$ cat src/shared/sevr_params.svh
`ifndef SEVR_PARAMS_SVH
`define SEVR_PARAMS_SVH
// standard event status bit positions
`define SEVR_BIT_PON   7
`define SEVR_BIT_URQ   6
`define SEVR_BIT_CME   5
`define SEVR_BIT_EXE   4
`define SEVR_BIT_DDE   3
`define SEVR_BIT_QYE   2
`define SEVR_BIT_RQC   1
`define SEVR_BIT_OPC   0
// status byte bit positions
`define SEVR_SBY_XSUM2 7
`define SEVR_SBY_MSS   6
`define SEVR_SBY_ESB   5
`define SEVR_SBY_MAV   4
`define SEVR_SBY_XSUM1 3
`define SEVR_SBY_ERR   2
// readable bits of the event status register (bits 6 and 1 unused)
`define SEVR_ESR_USED  8'hBD
// readable bits of the service request enable mask
`define SEVR_SRE_USED  8'hBC
// reset values
`define SEVR_RST_MASK  8'h00
`define SEVR_RST_ESR   8'h00
`endif

$ cat src/shared/sevr_pkg.sv
package sevr_pkg;
  // register selector for writes and queries
  typedef enum logic [1:0] {
    SEVR_SEL_ESE,
    SEVR_SEL_ESR,
    SEVR_SEL_SRE,
    SEVR_SEL_SBY
  } sevr_sel_e;

  // one command from the parser
  typedef struct packed {
    logic            wr;
    logic            rd;
    logic            clr;
    logic            opc;
    sevr_sel_e       sel;
    logic [7:0]      wdata;
  } sevr_cmd_s;

  // device event pulses
  typedef struct packed {
    logic            pon;
    logic            urq;
    logic            cme;
    logic            exe;
    logic            dde;
    logic            qye;
    logic            rqc;
  } sevr_evt_s;
endpackage

$ cat src/verilog/sevr_opc_track.sv
`timescale 1ns/100ps
`include "sevr_params.svh"
// ********************************
// operation-complete tracker
// ********************************
module sevr_opc_track
  import sevr_pkg::*;
(
  input  wire logic clk,
  input  wire logic rstn,
  input  wire logic arm,
  input  wire logic busy,
  output logic      done
);
  logic armed;

  // waits for pending work to drain after arming
  always_ff @(posedge clk or negedge rstn) begin
    if (!rstn) begin
      armed <= 1'b0;
      done  <= 1'b0;
    end else begin
      done <= 1'b0;
      if ((arm || armed) && !busy) begin
        armed <= 1'b0;
        done  <= 1'b1;
      end else if (arm) begin
        armed <= 1'b1;
      end
    end
  end
endmodule // sevr_opc_track

$ cat src/verilog/sevr_status.sv
`timescale 1ns/100ps
`include "sevr_params.svh"
// Overview of operation
// - the clear-status command zeroes the event status register, keeping events that arrive in the same cycle.
// - the clear-status command zeroes the event summary and error bits of the byte.
// - the clear-status command drops any pending error state unless an error arrives in the same cycle.
// - the event enable mask is written 0..255 and read back as kept.
// - the event enable mask is zero after power-on.
// - an enabled, set event raises status byte bit 5.
// - enable mask bits 7..0 map to the eight standard events.
// - the event status reads 0..255 with bits 6 and 1 always zero.
// - the service request mask is written 0..255 and read back.
// - the service request mask is zero at power-on, unused bits 0.
// - service mask bit 2 lets the error bit raise the master bit.
// - a status byte query returns its present 8-bit value.
// - after the completion command, finished work sets bit 0.
module sevr_status
  import sevr_pkg::*;
(
  input  wire logic      clk,
  input  wire logic      rstn,
  input  wire sevr_cmd_s cmd,
  input  wire sevr_evt_s evt,
  input  wire logic      busy,
  input  wire logic      err_evt,
  input  wire logic      mav,
  input  wire logic      first_extra_event_summary,
  input  wire logic      second_extra_event_summary,
  output logic [7:0]     rdata,
  output logic           rvalid,
  output logic [7:0]     status_summary_byte,
  output logic           srq
);
  // ********************************
  // storage
  // ********************************
  logic [7:0] event_enable_mask;
  logic [7:0] standard_event_status;
  logic [7:0] service_request_enable_mask;
  logic       err_pending;
  logic       opc_done;
  logic [7:0] evt_vec;
  logic [7:0] next_sby;
  logic       next_esb;
  logic       pon_seen;

  // ********************************
  // completion tracking
  // ********************************
  sevr_opc_track u_opc (
    .clk  (clk),
    .rstn (rstn),
    .arm  (cmd.opc),
    .busy (busy),
    .done (opc_done)
  );

  // event vector in register order
  always_comb begin
    evt_vec = 8'h00;
    evt_vec[`SEVR_BIT_PON] = evt.pon || !pon_seen;
    evt_vec[`SEVR_BIT_CME] = evt.cme;
    evt_vec[`SEVR_BIT_EXE] = evt.exe;
    evt_vec[`SEVR_BIT_DDE] = evt.dde;
    evt_vec[`SEVR_BIT_QYE] = evt.qye;
    evt_vec[`SEVR_BIT_OPC] = opc_done;
  end

  // power-on event raised once after reset release
  always_ff @(posedge clk or negedge rstn) begin
    if (!rstn) begin
      pon_seen <= 1'b0;
    end else begin
      pon_seen <= 1'b1;
    end
  end

  // ********************************
  // event status register
  // ********************************
  // set wins over clear so no event is lost
  always_ff @(posedge clk or negedge rstn) begin
    if (!rstn) begin
      standard_event_status <= `SEVR_RST_ESR;
    end else if (cmd.clr) begin
      standard_event_status <= evt_vec & `SEVR_ESR_USED;
    end else if (cmd.rd && cmd.sel == SEVR_SEL_ESR) begin
      // reading the event register clears it, new events kept
      standard_event_status <= evt_vec & `SEVR_ESR_USED;
    end else begin
      standard_event_status <= (standard_event_status | evt_vec)
                               & `SEVR_ESR_USED;
    end
  end

  // ********************************
  // error state
  // ********************************
  always_ff @(posedge clk or negedge rstn) begin
    if (!rstn) begin
      err_pending <= 1'b0;
    end else if (err_evt) begin
      err_pending <= 1'b1;
    end else if (cmd.clr) begin
      err_pending <= 1'b0;
    end
  end

  // ********************************
  // masks
  // ********************************
  always_ff @(posedge clk or negedge rstn) begin
    if (!rstn) begin
      event_enable_mask <= `SEVR_RST_MASK;
    end else if (cmd.wr && cmd.sel == SEVR_SEL_ESE) begin
      event_enable_mask <= cmd.wdata;
    end
  end

  always_ff @(posedge clk or negedge rstn) begin
    if (!rstn) begin
      service_request_enable_mask <= `SEVR_RST_MASK;
    end else if (cmd.wr && cmd.sel == SEVR_SEL_SRE) begin
      // unused bits dropped so a query shows them as zero
      service_request_enable_mask <= cmd.wdata & `SEVR_SRE_USED;
    end
  end

  // ********************************
  // status byte
  // ********************************
  always_comb begin
    next_esb = |(standard_event_status & event_enable_mask);
    if (cmd.clr) begin
      next_esb = 1'b0;
    end
    next_sby = 8'h00;
    next_sby[`SEVR_SBY_XSUM2] = second_extra_event_summary;
    next_sby[`SEVR_SBY_ESB]   = next_esb;
    next_sby[`SEVR_SBY_MAV]   = mav;
    next_sby[`SEVR_SBY_XSUM1] = first_extra_event_summary;
    next_sby[`SEVR_SBY_ERR]   = err_pending && !cmd.clr;
    // master bit from enabled bits, error via mask bit 2
    next_sby[`SEVR_SBY_MSS] =
      |(next_sby & service_request_enable_mask);
  end

  always_ff @(posedge clk or negedge rstn) begin
    if (!rstn) begin
      status_summary_byte <= 8'h00;
      srq                 <= 1'b0;
    end else begin
      status_summary_byte <= next_sby;
      srq                 <= next_sby[`SEVR_SBY_MSS];
    end
  end

  // ********************************
  // query answers, one cycle after request
  // ********************************
  always_ff @(posedge clk or negedge rstn) begin
    if (!rstn) begin
      rdata  <= 8'h00;
      rvalid <= 1'b0;
    end else begin
      rvalid <= cmd.rd;
      if (cmd.rd) begin
        unique case (cmd.sel)
          SEVR_SEL_ESE: rdata <= event_enable_mask;
          SEVR_SEL_ESR: rdata <= standard_event_status;
          SEVR_SEL_SRE: rdata <= service_request_enable_mask;
          SEVR_SEL_SBY: rdata <= status_summary_byte;
        endcase
      end
    end
  end
endmodule // sevr_status

$ cat config.mk
export PLATFORM = sky130hd
export DESIGN_NAME = sevr_status
export DESIGN_NICKNAME = d
export VERILOG_FILES = /design/src/shared/sevr_pkg.sv /design/src/verilog/sevr_opc_track.sv /design/src/verilog/sevr_status.sv
export VERILOG_INCLUDE_DIRS = /design/src /design/src/shared
export SDC_FILE = /design/constraint.sdc
export NUM_CORES = 1
export LEC_CHECK = 0
export BUFFER_PORTS_ARGS = -buffer_cell sky130_fd_sc_hd__buf_2
export CORE_MARGIN = 2
export CORE_UTILIZATION = 54
export CTS_BUF_LIST = sky130_fd_sc_hd__clkbuf_16
export DETAILED_ROUTE_END_ITERATION = 8
export HOLD_SLACK_MARGIN = 0.1
export PLACE_DENSITY = 0.84
export SYNTH_ARGS = -nofsm -noshare
export SYNTH_HDL_FRONTEND = slang
export SYNTH_HIERARCHICAL = 1
export SYNTH_SLANG_ARGS = --single-unit
$ cat constraint.sdc
create_clock -name clk -period 2.8 [get_ports clk]
set_input_delay 0 -clock clk [delete_from_list [all_inputs] [get_ports clk]]
set_output_delay 0 -clock clk [all_outputs]
set_load 0.005 [all_outputs]
==> flow_summary.yaml <==
outcome:
  status: "finished clean"
critical_path:
  reg2reg_setup_slack_ns: 1.52
  crit_slowest_cell: "dlygate4sd3_1"
  critical_path_class: "input pin to flop"
  crit_path_cell_trace: "dlygate4sd3_1 > buf_2 > a31oi_1 > a211o_1"
  cp.arrival_ns: 1.46
  r2r_end: "rdata[4]"
  critPathRequiredTime_ns: 2.96
  crit_path_start_kind: "input pin"
  r2r_start: "event_enable_mask[4]"
  worstSetupEndpointType: "flop"
  ff2ff_path_depth: 2
  max_stage_delay_ns: 0.53
  crit_fanout: 12
sta:
  fin_tns_setup_ns: 0
  hold_slack_ns: 0.149
  maxSlewHeadroom_pct: 46.0
  skew_ns: 0.00389
  fmax_ghz: 0.770
  grt_setup_unrepaired: "no"
  finalWorstPathRequiredPeriod_ns: 1.30
  tightest_slew_ns: 0.810
  layout_worst_path_cycle_share_pct: 46.4
  slew_violations: 0
  setup_slack_ns: 1.50
  hold_viol: 0
  finalSetupViolations: 0
synthesis:
  yosysTopAreaCell: "dfrtp_1"
  yosysSeqAreaShare_pct: 60.7
  avgSynthCellArea_um2: 15.2
  synth_area_um2: 1570
  synth_area_leaders: "dfrtp_1, mux2_2, mux4_2, mux2_4, a21o_1"
  ys_seq_elements: 38
  syn_inst: 103
  netlist.area_leader.share_pct: 60.7
  ys_types: 27
  yosysWarningCount: 6
placed_design:
  preCtsSetupSlack_ns: 1.47
  post_dp_cell_area_um2: 1760
  numPortBuffers: 41
  routabilityCongestion: 0.825
  dp_hpwl_um: 2140
routing:
  vias: 1078
  drt-initial-drc-count: 48
  routedWlPerCell_um: 16.4
  drc: 0
  drt_first_pass_iters: 6
  via_per_inst: 5.39
  detail-route-antenna-nets: 0
  wl_um: 3280
power_and_ir_drop:
  p_total_mw: 1.43
  power.switching_mw: 0.335
  cellLeakagePower_nw: 1.02
  combPwrFrac_pct: 16.3
  clkPwrFrac_pct: 36.3
  p_int_mw: 1.10
  power_density_nw_per_um2: 673
  swShare_pct: 23.4
  ir_worst_vdd_mv: 0.690
  seq_power_share_pct: 47.4
die:
  fp-row-count: 19
  die_w_um: 57.9
  die_area_um2: 3350
  core_area_um2: 2760
  start_util_pct: 56.9
  dieHeight_um: 57.9
  num_io_pins: 46
global_route:
  antenna_found_initial: 0
  grt_usage_pct: 23.4
  grt_pass1_vias: 1157
  grt_pass1_wl_um: 5420
  grt_max_degree: 39
  grt-ovfl-total: 0
layout:
  drive_gt1_share_pct: 42.0
  layout_common_cells: "buf_2, dfrtp_1, dlygate4sd3_1"
  fin_area_um2: 2130
  final_common_cell: "buf_2"
  area_growth_pct: 35.6
  num_antenna_cells: 0
  nets: 196
cts:
  cts_setup_buffers: 0
  clk_latency_ns: 0.28
  cts_tree: "built"
  cts_max_level: 2
  tritoncts_num_sinks: 38
  clkSlewWorstSetupHoldPaths_ns: 0.05
  cts_buffer_depth: 2
  cts-buffers-inserted: 5
  root_buffer: "clkbuf_16"
run:
  maxCapViolCount: 0
worst_hold_path:
  hold_start: "cmd[8]"
  whs_path_depth: 3
  whs_endpoint: "rdata[6]"
  hold_path_class: "input pin to flop"
cell type report:
class / instances / area [um2]
clock buffer: 5 / 125
clock inverter: 3 / 12.5
fill: 183 / 632
inverter: 4 / 15.0
multi-input combinational: 55 / 548
sequential: 38 / 951
tap: 31 / 38.8
timing repair buffer: 64 / 435
critical path, delay by kind of cell:
family / cells / cell delay, ns
AO/OA/AOI/OAI: 2 / 0.62
buffers and inverters: 2 / 0.84
worst max path at each step:
stage                                start                  endpoint  slack (ns)  cells past startpoint
floorplan           status_summary_byte[2]                  rdata[2]        1.60                      2
global placement                    cmd[8]      event_enable_mask[1]        1.52                      4
detailed placement                  cmd[8]      event_enable_mask[0]        1.47                      4
CTS                                cmd[12]  standard_event_status[7]        1.53                      4
global route                       cmd[12]  standard_event_status[7]        1.44                      4
finish                             cmd[12]  standard_event_status[7]        1.50                      4
sequential cells by signal (all words and copies together), names as in the netlist:
register / cells
standard_event_status: 6
event_enable_mask: 8
err_pending: 1
status_summary_byte: 6
u_opc/done: 1
rdata: 8
u_opc/armed: 1
pon_seen: 1
rvalid: 1
service_request_enable_mask: 5
logic make-up after synthesis:
family | count (synthesis) | share of synthesized area, %
DFF | 38 | 60.7
muxes | 25 | 22.7
and+or+nand+nor | 10 | 3.27
AOI/OAI and AO/OA | 17 | 8.30
other | 2 | 0.479
buffers and inverters | 11 | 4.63
per-layer routing:
| layer | vias to the layer above | wire length, um | GRT usage, % |
|---|---|---|---|
| met5 | - | 0 | 0 |
| li1 | 499 | - | - |
| met2 | 37 | 1630 | 35.9 |
| met4 | 0 | 71 | 12.0 |
| met3 | 6 | 206 | 9.15 |
| met1 | 536 | 1370 | 29.1 |
per-stage QoR:
stage | util [%] | std cells
global placement | 63.7 | 169
detailed placement | 63.7 | 169
finish | 77.1 | 200
global route | 77.1 | 200
floorplan | - | 104
CTS | 77.1 | 200
synth_stat cells, drive strengths merged:
library cell / instances
a211o: 1
a21o: 5
a221o: 1
a222oi: 1
a22oi: 3
a31oi: 3
and2: 1
buf: 7
conb: 2
dfrtp: 38
inv: 4
mux2: 19
mux2i: 1
mux4: 5
nand2: 1
nand3: 2
nand3b: 1
nor2: 3
nor2b: 1
o21a: 1
o21ai: 1
o21ba: 1
or2: 1
power by group through the flow:
stage / registers [mW] / logic, mW / clock network (mW)
after floorplan: 0.675 / 0.133 / 0
after global placement: 0.679 / 0.201 / 0
after detailed placement: 0.685 / 0.209 / 0
after CTS: 0.676 / 0.234 / 0.528
after global routing: 0.687 / 0.256 / 0.550
final: 0.678 / 0.233 / 0.519
what timing repair did:
item                      4_1_cts  5_1_grt
resized for setup               0        0
hold buffers                   23        0
hold endpoints to repair       66        0
Note: power is estimated with default switching activity, not from simulation.
